### src/rsc_pkg.sv
// rsc_pkg: constants, types and register map of the reset and strap configuration block
// assumes a 200 MHz core clock and an APB register port with 8 address bits
`default_nettype none
package rsc_pkg;
  // timing
  localparam int CLK_MHZ      = 200;
  localparam int MEM_INIT_NS  = 100;                                  // memory init settle time
  localparam int MEM_INIT_CYC = (MEM_INIT_NS * CLK_MHZ + 999) / 1000; // least time, rounded up
  localparam logic [7:0] MEM_INIT_CNT = 8'(MEM_INIT_CYC);

  // register byte offsets
  localparam logic [7:0] OFF_CTRL      = 8'h00;
  localparam logic [7:0] OFF_STATUS    = 8'h04;
  localparam logic [7:0] OFF_STRAP_EXP = 8'h08;
  localparam logic [7:0] OFF_STRAP_MEM = 8'h0c;
  localparam logic [7:0] OFF_MEM_KHZ   = 8'h10;
  localparam logic [7:0] OFF_PROC_KHZ  = 8'h14;

  // control register bits
  localparam int CTL_FW_RESET   = 0;
  localparam int CTL_PERIPH_RST = 1;
  localparam int CTL_SCREEN_REF = 2;
  localparam int CTL_VIDEO_OUT  = 3;
  localparam int CTL_INSTRUCTION_CACHE_EN  = 4;
  localparam int CTL_DCACHE_OFF = 5;
  localparam int CTL_EXT_MODE   = 6;
  localparam int CTL_W          = 7;
  localparam logic [CTL_W-1:0] CTL_RESET = 7'h00;

  // strap positions on the memory data pins
  localparam int MD_RATE     = 29;  // two bits
  localparam int MD_KIND     = 33;
  localparam int MD_CAS      = 35;
  localparam int MD_BANK0    = 38;  // three bits
  localparam int MD_BANK1    = 41;  // three bits
  localparam int MD_INTBANKS = 44;
  localparam int MD_PERMUTE  = 61;  // two bits

  // strap positions on the expansion pins
  localparam int XD_PROC   = 0;     // four bits
  localparam int XD_TEST_N = 4;
  localparam int XD_PLL    = 5;
  localparam int XD_ROLE   = 6;     // two bits
  localparam int XA_DAC    = 0;
  localparam int XA_SCLK   = 1;
  localparam int XA_PCLK   = 2;
  localparam int XA_PLLCHK = 3;

  localparam logic [31:0] RESET_PC = 32'hfffffff0;

  // clock rates in kHz
  localparam logic [16:0] KHZ_125000 = 17'h1e848;
  localparam logic [16:0] KHZ_100000 = 17'h186a0;
  localparam logic [16:0] KHZ_90000  = 17'h15f90;
  localparam logic [16:0] KHZ_83330  = 17'h14582;
  localparam logic [16:0] KHZ_75000  = 17'h124f8;
  localparam logic [16:0] KHZ_66670  = 17'h1046e;
  localparam logic [16:0] KHZ_60000  = 17'h0ea60;
  localparam logic [16:0] KHZ_55600  = 17'h0d930;
  localparam logic [16:0] KHZ_50000  = 17'h0c350;

  typedef enum logic [2:0] {
    RSC_ST_HARD = 3'b001,
    RSC_ST_SOFT = 3'b010,
    RSC_ST_RUN  = 3'b100
  } rsc_state_e;

  typedef enum logic [1:0] {
    RSC_ROLE_OTHER = 2'h0,
    RSC_ROLE_MEDIA = 2'h1,
    RSC_ROLE_VGA   = 2'h2
  } rsc_role_e;

  typedef struct packed {
    logic [1:0] memory_clock_rate_strap;
    logic       memory_kind_strap;
    logic       memory_cas_delay_strap;
    logic [2:0] bank0_capacity_strap;
    logic [2:0] bank1_capacity_strap;
    logic       internal_bank_count_strap;
    logic [1:0] address_permute_strap;
  } rsc_mem_cfg_s;

  typedef struct packed {
    rsc_mem_cfg_s mem;
    logic [3:0]   processor_clock_limit_strap;
    logic         test_mode;
    logic         pll_run_strap;
    rsc_role_e    display_role;
    logic         dac_from_video_in;
    logic         dac_from_test_counter;
    logic         system_clock_from_pll;
    logic         pixel_clock_from_pll;
    logic         pll_analog_check;
    logic         clock_test_state;
  } rsc_cfg_s;
endpackage : rsc_pkg
`default_nettype wire

### src/rsc_reset_strap.sv
// rsc_reset_strap: reset sequencing, strap capture and decode, peripheral reset output
// assumes all inputs synchronous to clk; straps are driven by board resistors during reset
//
// The register addresses and the APB slave port were decided locally.
`default_nettype none

////////////////////////////////////////////////////////////////////////////////
// Notes on behaviour
// - expansion data and low address straps are sampled in hardware reset only.
// - hardware reset initialises memory controller and starts refresh; soft reset does not.
// - any reset restores internal state; soft reset leaves PCI logic alone.
// - hardware or soft reset empties every internal FIFO.
// - reset invalidates and enables the data cache, turns the instruction cache off.
// - reset disables screen refresh requests and turns video outputs off.
// - after hardware reset VGA mode if strapped as VGA, otherwise native mode.
// - reset loads the processor program counter with the boot ROM address.
// - reset places the device in predecessor compatibility mode.
// - memory rate strap 3..0 selects 125/100/83.33/66.67 MHz when PLL runs.
// - memory kind, latency, bank sizes, banks per chip, permute come from straps.
// - processor strap 15 selects 50 MHz, down to 9 selecting 90 MHz.
// - test strap is active low: 1 normal, 0 test mode.
// - PLL run strap: 1 runs from PLL, 0 uses direct clocks.
// - in test mode DAC strap picks video input bus or internal test counter.
// - system and pixel clock source straps; PLL analog check strap active low.
// - upper address straps all 0 with PLL run 1 enters clock test state.
// - host holds PCI reset 3 PCI clocks; device resets and asserts peripheral reset.
// - active-low peripheral reset output resets the expansion bus devices.
module rsc_reset_strap (
  // clock and reset
  input  wire logic                  clk,
  input  wire logic                  sys_rst,
  // reset sources
  input  wire logic                  hw_reset_in,
  input  wire logic                  pci_rst_n,
  // strap pins (input side of the shared pins)
  input  wire logic [7:0]            expansion_data_pins,
  input  wire logic [3:0]            expansion_address_pins,
  input  wire logic [63:0]           memory_data_pins,
  // apb slave
  input  wire logic                  psel,
  input  wire logic                  penable,
  input  wire logic                  pwrite,
  input  wire logic [7:0]            paddr,
  input  wire logic [31:0]           pwdata,
  output logic                       pready,
  output logic [31:0]                prdata,
  output logic                       pslverr,
  // reset controls to internal units
  output logic                       core_state_rst,
  output logic                       pci_logic_rst,
  output logic                       fifo_flush,
  output logic                       dcache_invalidate,
  output logic                       dcache_enable,
  output logic                       instruction_cache_enable,
  output logic                       screen_refresh_en,
  output logic                       video_out_en,
  output logic                       mem_ctrl_init,
  output logic                       mem_refresh_en,
  output logic                       vga_mode,
  output logic                       compat_mode,
  output logic                       proc_hold,
  output logic [31:0]                proc_pc,
  // peripheral reset and decoded configuration
  output logic                       peripheral_reset_out_n,
  output rsc_pkg::rsc_cfg_s          cfg,
  output logic [16:0]                mem_clock_khz,
  output logic                       mem_clock_valid,
  output logic [16:0]                proc_clock_khz
);
  import rsc_pkg::*;

  ////////////////////////////////////////////////////////////////////////////////
  // decode helpers

  function automatic logic [16:0] mem_rate_khz(input logic [1:0] code);
    case (code)
      2'h3:    mem_rate_khz = KHZ_125000;
      2'h2:    mem_rate_khz = KHZ_100000;
      2'h1:    mem_rate_khz = KHZ_83330;
      default: mem_rate_khz = KHZ_66670;
    endcase
  endfunction : mem_rate_khz

  // codes below 9 have no defined rate and read as zero
  function automatic logic [16:0] proc_rate_khz(input logic [3:0] code);
    case (code)
      4'hf:    proc_rate_khz = KHZ_50000;
      4'he:    proc_rate_khz = KHZ_55600;
      4'hd:    proc_rate_khz = KHZ_60000;
      4'hc:    proc_rate_khz = KHZ_66670;
      4'hb:    proc_rate_khz = KHZ_75000;
      4'ha:    proc_rate_khz = KHZ_83330;
      4'h9:    proc_rate_khz = KHZ_90000;
      default: proc_rate_khz = 17'h00000;
    endcase
  endfunction : proc_rate_khz

  function automatic rsc_role_e role_of(input logic [1:0] code);
    case (code)
      2'h3, 2'h2: role_of = RSC_ROLE_VGA;
      2'h1:       role_of = RSC_ROLE_MEDIA;
      default:    role_of = RSC_ROLE_OTHER;
    endcase
  endfunction : role_of

  ////////////////////////////////////////////////////////////////////////////////
  // reset sources

  logic             hard_req;
  logic             apb_wr;
  logic [CTL_W-1:0] ctrl_r;
  rsc_state_e       state_r;
  rsc_state_e       state_nxt;
  logic             in_reset;
  logic [7:0]       init_cnt_r;
  logic             init_busy_r;
  logic [11:0]      strap_exp_r;

  // a pci reset of any length counts as a hardware reset
  assign hard_req = hw_reset_in | ~pci_rst_n;
  assign apb_wr   = psel & penable & pready & pwrite;
  assign in_reset = (state_nxt != RSC_ST_RUN);

  ////////////////////////////////////////////////////////////////////////////////
  // sequencer state

  // hardware reset overrides a soft reset in progress
  always_comb begin
    case (state_r)
      RSC_ST_HARD: state_nxt = hard_req ? RSC_ST_HARD : RSC_ST_RUN;
      RSC_ST_SOFT: begin
        if (hard_req) state_nxt = RSC_ST_HARD;
        else if (!ctrl_r[CTL_FW_RESET]) state_nxt = RSC_ST_RUN;
        else state_nxt = RSC_ST_SOFT;
      end
      RSC_ST_RUN: begin
        if (hard_req) state_nxt = RSC_ST_HARD;
        else if (ctrl_r[CTL_FW_RESET]) state_nxt = RSC_ST_SOFT;
        else state_nxt = RSC_ST_RUN;
      end
      default: state_nxt = RSC_ST_HARD;
    endcase
  end

  always_ff @(posedge clk) begin
    if (sys_rst) state_r <= RSC_ST_HARD;
    else state_r <= state_nxt;
  end

  ////////////////////////////////////////////////////////////////////////////////
  // control register

  // the soft reset keeps its own trigger and the peripheral reset bit, so that
  // software can time both; every other control bit returns to its default
  always_ff @(posedge clk) begin
    if (sys_rst || state_r == RSC_ST_HARD) begin
      ctrl_r <= CTL_RESET;
    end else if (apb_wr && paddr == OFF_CTRL) begin
      ctrl_r <= pwdata[CTL_W-1:0];
    end else if (state_r == RSC_ST_SOFT) begin
      ctrl_r[CTL_SCREEN_REF] <= 1'b0;
      ctrl_r[CTL_VIDEO_OUT]  <= 1'b0;
      ctrl_r[CTL_INSTRUCTION_CACHE_EN]  <= 1'b0;
      ctrl_r[CTL_DCACHE_OFF] <= 1'b0;
      ctrl_r[CTL_EXT_MODE]   <= 1'b0;
    end
  end

  ////////////////////////////////////////////////////////////////////////////////
  // strap capture

  // straps follow the pins throughout hardware reset and freeze at its release;
  // soft resets never touch them
  always_ff @(posedge clk) begin
    if (state_r == RSC_ST_HARD) begin
      strap_exp_r <= {expansion_address_pins, expansion_data_pins};
      cfg.mem.memory_clock_rate_strap   <= memory_data_pins[MD_RATE+1:MD_RATE];
      cfg.mem.memory_kind_strap         <= memory_data_pins[MD_KIND];
      cfg.mem.memory_cas_delay_strap    <= memory_data_pins[MD_CAS];
      cfg.mem.bank0_capacity_strap      <= memory_data_pins[MD_BANK0+2:MD_BANK0];
      cfg.mem.bank1_capacity_strap      <= memory_data_pins[MD_BANK1+2:MD_BANK1];
      cfg.mem.internal_bank_count_strap <= memory_data_pins[MD_INTBANKS];
      cfg.mem.address_permute_strap     <= memory_data_pins[MD_PERMUTE+1:MD_PERMUTE];
      cfg.processor_clock_limit_strap   <= expansion_data_pins[XD_PROC+3:XD_PROC];
      cfg.test_mode                     <= ~expansion_data_pins[XD_TEST_N];
      cfg.pll_run_strap                 <= expansion_data_pins[XD_PLL];
      cfg.display_role                  <= role_of(expansion_data_pins[XD_ROLE+1:XD_ROLE]);
      cfg.dac_from_video_in     <= ~expansion_data_pins[XD_TEST_N] &
                                   expansion_address_pins[XA_DAC];
      cfg.dac_from_test_counter <= ~expansion_data_pins[XD_TEST_N] &
                                   ~expansion_address_pins[XA_DAC];
      cfg.system_clock_from_pll <= expansion_address_pins[XA_SCLK];
      cfg.pixel_clock_from_pll  <= expansion_address_pins[XA_PCLK];
      cfg.pll_analog_check      <= ~expansion_address_pins[XA_PLLCHK];
      cfg.clock_test_state      <= (expansion_address_pins[3:1] == 3'h0) &
                                   expansion_data_pins[XD_PLL];
    end
  end

  // decoded rates, taken from the held straps one cycle later
  always_ff @(posedge clk) begin
    mem_clock_khz   <= mem_rate_khz(cfg.mem.memory_clock_rate_strap);
    mem_clock_valid <= cfg.pll_run_strap;
    proc_clock_khz  <= proc_rate_khz(cfg.processor_clock_limit_strap);
  end

  ////////////////////////////////////////////////////////////////////////////////
  // memory controller initialisation

  // only a hardware reset restarts init; refresh starts once init settles
  always_ff @(posedge clk) begin
    if (sys_rst || state_r == RSC_ST_HARD) begin
      init_cnt_r     <= MEM_INIT_CNT;
      init_busy_r    <= 1'b1;
      mem_ctrl_init  <= 1'b1;
      mem_refresh_en <= 1'b0;
    end else if (init_busy_r) begin
      mem_ctrl_init <= 1'b1;
      if (init_cnt_r == 8'h01) begin
        init_busy_r    <= 1'b0;
        mem_ctrl_init  <= 1'b0;
        mem_refresh_en <= 1'b1;
      end
      init_cnt_r <= init_cnt_r - 8'h01;
    end
  end

  ////////////////////////////////////////////////////////////////////////////////
  // unit reset controls

  always_ff @(posedge clk) begin
    if (sys_rst) begin
      core_state_rst    <= 1'b1;
      pci_logic_rst     <= 1'b1;
      fifo_flush        <= 1'b1;
      dcache_invalidate <= 1'b1;
    end else begin
      core_state_rst    <= (state_nxt != RSC_ST_RUN);
      pci_logic_rst     <= (state_nxt == RSC_ST_HARD);
      fifo_flush        <= (state_nxt != RSC_ST_RUN);
      dcache_invalidate <= (state_nxt != RSC_ST_RUN);
    end
  end

  // enables follow the next state, so they drop in step with core_state_rst
  always_ff @(posedge clk) begin
    if (sys_rst || in_reset) begin
      dcache_enable     <= 1'b1;
      instruction_cache_enable     <= 1'b0;
      screen_refresh_en <= 1'b0;
      video_out_en      <= 1'b0;
      compat_mode       <= 1'b1;
    end else begin
      dcache_enable     <= ~ctrl_r[CTL_DCACHE_OFF];
      instruction_cache_enable     <= ctrl_r[CTL_INSTRUCTION_CACHE_EN];
      screen_refresh_en <= ctrl_r[CTL_SCREEN_REF];
      video_out_en      <= ctrl_r[CTL_VIDEO_OUT];
      compat_mode       <= ~ctrl_r[CTL_EXT_MODE];
    end
  end

  // processor waits at the boot vector while any reset lasts
  always_ff @(posedge clk) begin
    if (sys_rst) begin
      proc_hold <= 1'b1;
      proc_pc   <= RESET_PC;
    end else begin
      proc_hold <= (state_nxt != RSC_ST_RUN);
      proc_pc   <= RESET_PC;
    end
  end

  // the display mode is chosen on leaving reset: the strap counts only after a
  // hardware reset, a soft reset always comes back in native mode
  always_ff @(posedge clk) begin
    if (sys_rst) begin
      vga_mode <= 1'b0;
    end else if (state_r == RSC_ST_HARD && state_nxt == RSC_ST_RUN) begin
      vga_mode <= (cfg.display_role == RSC_ROLE_VGA);
    end else if (state_r == RSC_ST_SOFT) begin
      vga_mode <= 1'b0;
    end
  end

  // expansion bus peripherals are held in reset by hardware reset or by the
  // dedicated software bit, never by the plain soft reset
  always_ff @(posedge clk) begin
    if (sys_rst) begin
      peripheral_reset_out_n <= 1'b0;
    end else begin
      peripheral_reset_out_n <= ~(hard_req | (state_r == RSC_ST_HARD) |
                                  ctrl_r[CTL_PERIPH_RST]);
    end
  end

  ////////////////////////////////////////////////////////////////////////////////
  // apb slave

  // one wait state: pready rises in the second access cycle, which keeps the
  // read mux off the bus path at the cost of one cycle per transfer
  always_ff @(posedge clk) begin
    if (sys_rst) begin
      pready  <= 1'b0;
      prdata  <= 32'h00000000;
      pslverr <= 1'b0;
    end else if (psel && penable && !pready) begin
      pready  <= 1'b1;
      pslverr <= 1'b0;
      prdata  <= 32'h00000000;
      case (paddr)
        OFF_CTRL:      prdata <= {25'h0000000, ctrl_r};
        OFF_STATUS:    prdata <= {24'h000000, init_busy_r, compat_mode, ~peripheral_reset_out_n,
                                  mem_refresh_en, vga_mode, 3'(state_r)};
        OFF_STRAP_EXP: prdata <= {20'h00000, expansion_address_pins_q(), 8'h00} |
                                 {24'h000000, strap_xd_q()};
        OFF_STRAP_MEM: prdata <= {19'h00000, cfg.mem};
        OFF_MEM_KHZ:   prdata <= {14'h0000, mem_clock_valid, mem_clock_khz};
        OFF_PROC_KHZ:  prdata <= {15'h0000, proc_clock_khz};
        default:       pslverr <= 1'b1;
      endcase
    end else begin
      pready  <= 1'b0;
      pslverr <= 1'b0;
    end
  end

  // raw straps as captured: the decodes lose role code 3 and the dac bit
  function automatic logic [3:0] expansion_address_pins_q();
    expansion_address_pins_q = strap_exp_r[11:8];
  endfunction : expansion_address_pins_q

  function automatic logic [7:0] strap_xd_q();
    strap_xd_q = strap_exp_r[7:0];
  endfunction : strap_xd_q

endmodule : rsc_reset_strap
`default_nettype wire

### config.mk
export PLATFORM = sky130hd
export DESIGN_NAME = rsc_reset_strap
export DESIGN_NICKNAME = d
export VERILOG_FILES = /design/src/rsc_pkg.sv /design/src/rsc_reset_strap.sv
export SDC_FILE = /design/constraint.sdc
export NUM_CORES = 1
export LEC_CHECK = 0
export ABC_AREA = 0
export BUFFER_PORTS_ARGS = -buffer_cell sky130_fd_sc_hd__buf_2
export CAP_MARGIN = 20
export CORE_ASPECT_RATIO = 1.25
export CORE_MARGIN = 2
export CORE_UTILIZATION = 45
export CTS_CLUSTER_DIAMETER = 40
export DETAILED_ROUTE_END_ITERATION = 8
export PLACE_DENSITY = 0.88
export RECOVER_POWER = 100
export SETUP_SLACK_MARGIN = 0.15
export SYNTH_ARGS = -nofsm -noshare
export SYNTH_HDL_FRONTEND = slang
export SYNTH_SLANG_ARGS = --single-unit
### constraint.sdc
create_clock -name clk -period 3.6 [get_ports clk]
set_clock_uncertainty 0.05 [all_clocks]
set_input_delay 0.54 -clock clk [delete_from_list [all_inputs] [get_ports clk]]
set_output_delay 0.54 -clock clk [all_outputs]
set_load 0.02 [all_outputs]
==> metrics.yaml, run 1 <==
switching_share: 0.276
synth_xor_area_frac: 0.0202
hold_slack_ns: 0.308
endpoint_kind: "flip-flop"
worstSetupStartpointType: "primary input"
maxCapViolCount: 0
min_period_over_period: 0.702
firstDrtPassIters: 4
route.detailed.drc: 0
synth_area_leaders: "dfxtp_1 32%, edfxtp_1 20%, buf_4 10%"
seqPwrFrac: 0.504
synth_edf_count: 32
crit_chain: "buf_2, nor4b_1, and2_0, nand2_1, o21ai_0"
postCtsHoldBufs: 0
core_area_um2: 10500
wl_per_cell_um: 16.4
holdCritStartpoint: "expansion_data_pins[1]"
worstMarginPinSlew_ns: 1.24
hold_class: "primary input to flip-flop"
die_w_um: 96.2
yosysTopAreaCellShare: 0.323
dieArea_um2: 11500
grt_antenna_before_repair: 0
cts_buffers: 9
fin_util: 0.514
ys_ff_latch: 109
finalCriticalPeriod_ns: 2.53
rows: 42
muxShareOfSynthArea: 0.0801
crit_slowest_cell: "nor4b_1"
rsz0062_at_grt: "false"
post_cts_buffers: 0
layout_setup_ws_ns: 1.07
cts_root_buffer: "clkbuf_16"
r2r-start: "pready"
synth_top_family_by_area: "simple AND/OR/NAND/NOR gates"
p_int_uw: 2000
drive_gt1_frac: 0.151
worstPathMaxFanout: 15
synth-compound-area-share: 0.0752
ios: 265
pwr-share-clk: 0.370
clk_pin_slew_ns: 0.07
final_hold_viol_count: 0
synthTopCellsByCount: "77 x dfxtp_1, 65 x buf_4, 39 x nor2_1"
area_growth_syn_to_layout_pct: 12.5
syn_area_per_cell_um2: 11.1
nets: 674
synth.most_common_cell: "dfxtp_1"
seq_area_um2: 2500
ys.flop_type: "dfxtp_1"
dp_slack_ns: 1.43
postLayoutCellArea_um2: 5380
irDropWorstVdd_mv: 0.350
synthCells: 429
critPathKind: "primary input to flip-flop"
n_fill_cell: 1007
dp_hpwl_mm: 8.47
vias_per_cell: 4.86
cts_buffer_depth: 2
synth_simple_gate_area_frac: 0.145
h-tree-depth: 3
crit_arrival_ns: 2.74
synthDistinctLibCells: 56
powerDensity_nw_per_um2: 514
die_y_um: 119
power_frac_comb: 0.127
synth-seq-area-share: 0.524
async_flop_share: 0
start_util: 0.457
slew_headroom: 0.164
clock_sinks: 109
grt_overflow: 0
grt_max_degree: 38
grt_pass1_vias: 3288
crit_buf_inv: 1
placed_area_um2: 5240
drtAntennaViolNets: 0
grt_usage: 0.202
clkLatencyLatePin_ns: 0.35
gp_congestion: 0.824
r2r_slack_ns: 1.54
run_status: "finished clean"
cts_resized: 0
grt_first_pass_wirelength_mm: 17.4
cts_tree: "yes"
multi_input_area_um2: 1770
path_delay_family: "simple AND/OR/NAND/NOR gates"
syn_area_um2: 4780
synthAdderAreaFrac: 0.0183
slowest_delay_ns: 1.04
max_freq_mhz: 396
yosysTopAreaCell: "dfxtp_1"
finalSetupViolations: 0
required_ns: 3.81
diodes: 0
finalSetupTns_ns: 0
drt_iter0_markers: 173
yosys_warnings: 0
worstSetupStartpoint: "paddr[3]"
cellLeakagePower_uw: 0.00218
vias: 3311
maxSlewViolCount: 0
routed_wl_mm: 11.2
switchingPower_uw: 761
portBuffers: 137
cells in the final DEF (no fill, tap or decap), drive strengths merged, types with 4 or more instances in the layout:
master,instances
a211oi,6
a21oi,9
a221o,4
a32oi,5
and2,9
and3,4
buf,40
clkbuf,111
conb,51
dfxtp,77
edfxtp,32
ha,7
inv,17
mux2,14
mux2i,9
mux4,6
nand2,23
nand3,11
nor2,39
nor2b,13
nor3,5
nor3b,4
o21ai,6
or2,4
xnor2,8
worst paths after layout:
path | to | cells past startpoint
worst max-delay path | prdata[16] | 5
worst min-delay path | cfg[11] | 1
worst max register to register | prdata[10] | 4
worst min register to register | dcache_enable | 1
power by group through the flow:
stage | Combinational, uW | Clock [uW] | Sequential [uW]
floorplan | 249 | 0 | 1460
global placement | 368 | 0 | 1420
detailed placement | 374 | 0 | 1420
CTS | 375 | 1040 | 1390
global route | 382 | 1090 | 1400
finish | 350 | 1020 | 1390
worst reg2reg max path, stage by stage (launching register included):
cell      delay, ns
dfxtp_1        0.35
nor4bb_1       0.76
and3_1         0.38
and3_1         0.29
a221o_1        0.18
state kept, by name, summed over array words and instances, names as in the netlist, 3 cells and up:
signal	cells
cfg	23
prdata	18
proc_clock_khz	15
mem_clock_khz	11
strap_exp_r	9
init_cnt_r	8
ctrl_r	7
state_r	3
final cells by class:
type / instances / area share
Multi-Input combinational cell: 271 / 0.329
Clock inverter: 4 / 0.00651
Inverter: 14 / 0.00977
Timing Repair Buffer: 139 / 0.107
Clock buffer: 12 / 0.0519
Tap cell: 132 / 0.0307
Sequential cell: 109 / 0.465
metal layers:
metal | vias up | global-route usage | part of all wire
li1 | 1591 | - | -
met1 | 1546 | 0.249 | 0.41
met2 | 155 | 0.321 | 0.48
met3 | 19 | 0.0474 | 0.085
met4 | 0 | 0.108 | 0.027
met5 | - | 0 | 0
metrics by stage:
stage	total power (uW)	cells
2_1_floorplan	1710	478
3_3_place_gp	1780	665
3_5_place_dp	1790	665
4_1_cts	2810	681
5_1_grt	2870	681
6_report	2760	681
cells by family after synthesis:
group | Yosys count
buffers and inverters | 98
adder cells (fa/ha/maj) | 7
multiplexers | 29
other | 2
AO/OA/AOI/OAI | 48
XOR/XNOR | 11
flip-flops | 109
AND/OR/NAND/NOR | 125
Note: power is estimated with default switching activity, not from simulation.
==> inputs of run 2 (changes only) <==
==> constraint.sdc (replaced) <==
create_clock -name clk -period 2.5 [get_ports clk]
set_clock_uncertainty 0.05 [all_clocks]
set_input_delay 0.375 -clock clk [delete_from_list [all_inputs] [get_ports clk]]
set_output_delay 0.375 -clock clk [all_outputs]
set_load 0.02 [all_outputs]
==> metrics.yaml, run 2 (synthesis gave the netlist of run 1 again) <==
layout_commonest_cell: "clkbuf_1"
critPathKind: "flip-flop to flip-flop"
n_fill_cell: 1010
clk_pin_slew_ns: 0.07
cellLeakagePower_uw: 0.00220
diodes: 0
grt_first_pass_wirelength_mm: 17.1
start_util: 0.457
grt_antenna_before_repair: 0
min_period_over_period: 0.818
max_freq_mhz: 489
dp_slack_ns: 0.497
die_w_um: 96.2
required_ns: 2.46
cts_root_buffer: "clkbuf_16"
pwr-share-clk: 0.353
powerDensity_nw_per_um2: 721
fin_util: 0.517
grt_overflow: 0
core_area_um2: 10500
gp_congestion: 0.826
rows: 42
switchingPower_uw: 1050
dp_hpwl_mm: 8.60
wl_per_cell_um: 16.5
seq_area_um2: 2500
finalCriticalPeriod_ns: 2.04
cts_tree: "yes"
power_frac_comb: 0.133
post_cts_buffers: 0
drt_iter0_markers: 208
run_status: "finished clean"
hold_class: "primary input to flip-flop"
cts_buffers: 9
dieArea_um2: 11500
grt_max_degree: 30
r2r_cells: 3
routed_wl_mm: 11.3
grt_pass1_vias: 3257
crit_arrival_ns: 2.00
firstDrtPassIters: 4
worstSetupStartpointType: "flip-flop"
route.detailed.drc: 0
rsz0062_at_grt: "false"
reg_top3: "cfg (23), prdata (18), proc_clock_khz (15)"
final_hold_viol_count: 0
slew_headroom: 0.439
maxSlewViolCount: 0
grt_usage: 0.199
clkLatencyLatePin_ns: 0.35
multi_input_area_um2: 1780
h-tree-depth: 3
layout_setup_ws_ns: 0.455
drive_gt1_frac: 0.163
postLayoutCellArea_um2: 5400
p_int_uw: 2840
vias_per_cell: 4.89
fin_total_pwr_uw: 3890
area_growth_syn_to_layout_pct: 13.1
finalSetupViolations: 0
finalSetupTns_ns: 0
switching_share: 0.271
portBuffers: 137
top_register: "cfg"
worstPathMaxFanout: 29
worstMarginPinSlew_ns: 0.840
mostFrequentLayoutCells: "100 x clkbuf_1, 77 x dfxtp_1, 51 x conb_1, 39 x nor2_1, 39 x buf_2"
endpoint_kind: "flip-flop"
irDropWorstVdd_mv: 0.457
hold_depth: 1
largest_reg_flops: 23
cts_resized: 0
ios: 265
clock_sinks: 109
drtAntennaViolNets: 0
placed_area_um2: 5280
seqPwrFrac: 0.514
cts_buffer_depth: 2
postCtsHoldBufs: 0
die_y_um: 119
maxCapViolCount: 0
vias: 3348
nets: 678
run 2: routing by layer:
metal,GRT usage,vias to the layer above,share of wire
li1,-,1598,-
met1,0.246,1582,0.41
met2,0.320,153,0.49
met3,0.0550,15,0.084
met4,0.0857,0,0.018
met5,0,-,0
run 2: final cells by class:
class	count	share of cell area
sequential	109	0.463
tap	132	0.0306
timing repair buffer	143	0.114
clock buffer	13	0.0502
inverter	14	0.00972
clock inverter	3	0.00347
multi-input combinational	271	0.329
run 2: stage by stage:
step	hold WS, ns	std cells
2_1_floorplan	0.313	478
4_1_cts	0.133	685
3_3_place_gp	0.354	669
3_5_place_dp	0.355	669
6_report	0.144	685
5_1_grt	0.138	685
run 2: path summary, 6_finish.rpt:
check	from	endpoint	slack (ns)
hold reg to reg	ctrl_r[6]	compat_mode	0.37
setup reg to reg	state_r[0]	cfg[11]	0.46
setup / recovery	state_r[0]	cfg[11]	0.46
hold / removal	memory_data_pins[40]	cfg[22]	0.14
run 2: power by group through the flow:
stage / Sequential [uW] / Clock, uW / Combinational (uW)
2_1_floorplan: 2100 / 0 / 360
3_3_place_gp: 2040 / 0 / 539
3_5_place_dp: 2040 / 0 / 551
4_1_cts: 2000 / 1410 / 553
5_1_grt: 2020 / 1470 / 560
6_report: 2000 / 1370 / 517
run 2: worst max-delay path, cell delays in order, from the launching register on:
cell	delay (ns)
dfxtp_1	0.45
nor3b_1	0.26
clkbuf_1	0.48
buf_4	0.45
==> inputs of run 3 (changes only) <==
--- a/config.mk
+++ b/config.mk
@@ -5,7 +5,7 @@
 export SDC_FILE = /design/constraint.sdc
 export NUM_CORES = 1
 export LEC_CHECK = 0
-export ABC_AREA = 0
+export ABC_AREA = 1
 export BUFFER_PORTS_ARGS = -buffer_cell sky130_fd_sc_hd__buf_2
 export CAP_MARGIN = 20
 export CORE_ASPECT_RATIO = 1.25
==> constraint.sdc (replaced) <==
create_clock -name clk -period 2.1 [get_ports clk]
set_clock_uncertainty 0.05 [all_clocks]
set_input_delay 0.315 -clock clk [delete_from_list [all_inputs] [get_ports clk]]
set_output_delay 0.315 -clock clk [all_outputs]
set_load 0.02 [all_outputs]
==> metrics.yaml, run 3 <==
dp_hpwl_mm: 8.90
finalSetupTns_ns: 0
hold_class: "primary input to flip-flop"
die_y_um: 120
hold_slack_ns: 0.0868
routed_wl_mm: 11.5
start_util: 0.460
finalSetupViolations: 0
synth_edf_count: 32
vias: 3882
ys.flop_type: "dfxtp_1"
critPathKind: "primary input to flip-flop"
mostFrequentLayoutCells: "105 x nand2_1, 100 x clkbuf_1, 77 x dfxtp_1, 57 x nand3_1, 51 x conb_1"
cts_buffer_depth: 2
maxSlewViolCount: 0
run_status: "finished clean"
cts_resized: 0
synthCells: 548
route.detailed.drc: 0
worstPathMaxFanout: 13
postCtsHoldBufs: 0
grt_antenna_before_repair: 0
r2r_end: "compat_mode"
die_w_um: 96.9
cts_root_buffer: "clkbuf_16"
grt_first_pass_wirelength_mm: 17.8
yosysTopAreaCell: "dfxtp_1"
clkLatencyLatePin_ns: 0.35
clk_pin_slew_ns: 0.07
irDropWorstVdd_mv: 0.456
endpoint_kind: "flip-flop"
drive_gt1_frac: 0.131
worstMarginPinSlew_ns: 0.740
portBuffers: 137
synthDistinctLibCells: 35
syn_area_um2: 4860
grt_usage: 0.195
synthTopCellsByCount: "105 x nand2_1, 77 x dfxtp_1, 66 x buf_4"
postLayoutCellArea_um2: 5500
ios: 265
reg_top3: "cfg (23), prdata (18), proc_clock_khz (15)"
worstSetupStartpointType: "primary input"
grt_pass1_vias: 3653
drt_iter0_markers: 230
cts_buffers: 9
cts_tree: "yes"
min_period_over_period: 0.812
placed_area_um2: 5370
rsz0062_at_grt: "false"
ys_ff_latch: 109
rows: 42
crit_arrival_ns: 1.94
fin_util: 0.521
clock_sinks: 109
synth.most_common_cell: "nand2_1"
top_register: "cfg"
area_growth_syn_to_layout_pct: 13.3
cellLeakagePower_uw: 0.00240
yosysTopAreaCellShare: 0.317
worstSetupStartpoint: "paddr[7]"
r2r_cells: 9
grt_max_degree: 34
yosys_warnings: 0
max_freq_mhz: 586
wl_per_cell_um: 14.1
post_cts_buffers: 0
slew_headroom: 0.506
powerDensity_nw_per_um2: 840
largest_reg_flops: 23
vias_per_cell: 4.77
final_hold_viol_count: 0
nets: 806
drtAntennaViolNets: 0
dieArea_um2: 11600
maxCapViolCount: 0
endpoint: "prdata[1]"
r2r_slack_ns: 0.45
r2r-start: "state_r[2]"
layout_commonest_cell: "nand2_1"
synth-seq-area-share: 0.515
syn_area_per_cell_um2: 8.86
h-tree-depth: 3
firstDrtPassIters: 6
grt_overflow: 0
gp_congestion: 0.885
async_flop_share: 0
required_ns: 2.33
core_area_um2: 10600
synth_area_leaders: "dfxtp_1 32%, edfxtp_1 20%, buf_4 10%"
finalCriticalPeriod_ns: 1.71
## run 3: cell count changes after synthesis, sizes merged, moves of 9 or more
cell   change
mux2i      -9
o21ai     +15
nand2     +88
a21oi     +23
mux2      -14
inv       +41
and2       -9
nand3     +48
nor2b     -13
## run 3: final cells by class
type                            instances  area (um2)
Antenna cell                            1        2.50
Clock buffer                            9         225
Clock inverter                          7        70.1
Fill cell                            1008        5060
Inverter                               56         215
Multi-Input combinational cell        354        1700
Sequential cell                       109        2500
Tap cell                              132         165
Timing Repair Buffer                  146         623
## run 3: worst min-delay path by stage
stage / cells past startpoint / from / slack, ns / to
after global placement: 1 / ctrl_r[6] / 0.34 / compat_mode
after global routing: 1 / expansion_data_pins[3] / 0.07 / strap_exp_r[3]
after CTS: 1 / memory_data_pins[40] / 0.08 / cfg[22]
final: 1 / memory_data_pins[40] / 0.09 / cfg[22]
after floorplan: 0 / strap_exp_r[5] / 0.32 / mem_clock_valid
after detailed placement: 1 / ctrl_r[6] / 0.35 / compat_mode
## run 3: report_power, final
| group | switching (uW) | total [uW] | internal [uW] |
|---|---|---|---|
| combinational | 431 | 556 | 124 |
| clock | 763 | 1690 | 930 |
| sequential | 80.5 | 2370 | 2290 |
| total | 1280 | 4620 | 3350 |
## run 3: cells by family (layout without fill, tap and decap cells)
kind of cell / Yosys count / count (layout) / synth area share
compound gates: 62 / 62 / 0.0698
xor+xnor: 1 / 1 / 0.00180
fa+ha+maj: 7 / 7 / 0.0180
buf+inv: 134 / 218 / 0.165
flops: 109 / 109 / 0.515
other cells: 2 / 52 / 0.00155
simple gates: 233 / 233 / 0.228
## run 3: metrics by stage
stage / std cells / total power, uW / worst slack (ns)
5_1_grt: 813 / 4800 / 0.248
2_1_floorplan: 597 / 2880 / 0.496
3_3_place_gp: 797 / 3000 / 0.355
6_report: 814 / 4620 / 0.394
3_5_place_dp: 797 / 3010 / 0.356
4_1_cts: 813 / 4680 / 0.622
## run 3: worst max-delay path, stage by stage
cell      delay, ns
buf_2          0.10
inv_1          0.06
nand2_2        0.07
nor2_2         0.59
clkbuf_1       0.31
nand3_1        0.11
nand2_1        0.13
nor2_1         0.08
a21oi_1        0.17
## run 3: per-layer routing
metal | global-route usage | part of all wire | vias up
met5 | 0 | 0 | -
met4 | 0.100 | 0.038 | 0
met3 | 0.0553 | 0.079 | 32
met2 | 0.344 | 0.50 | 188
met1 | 0.214 | 0.38 | 1737
li1 | - | - | 1925
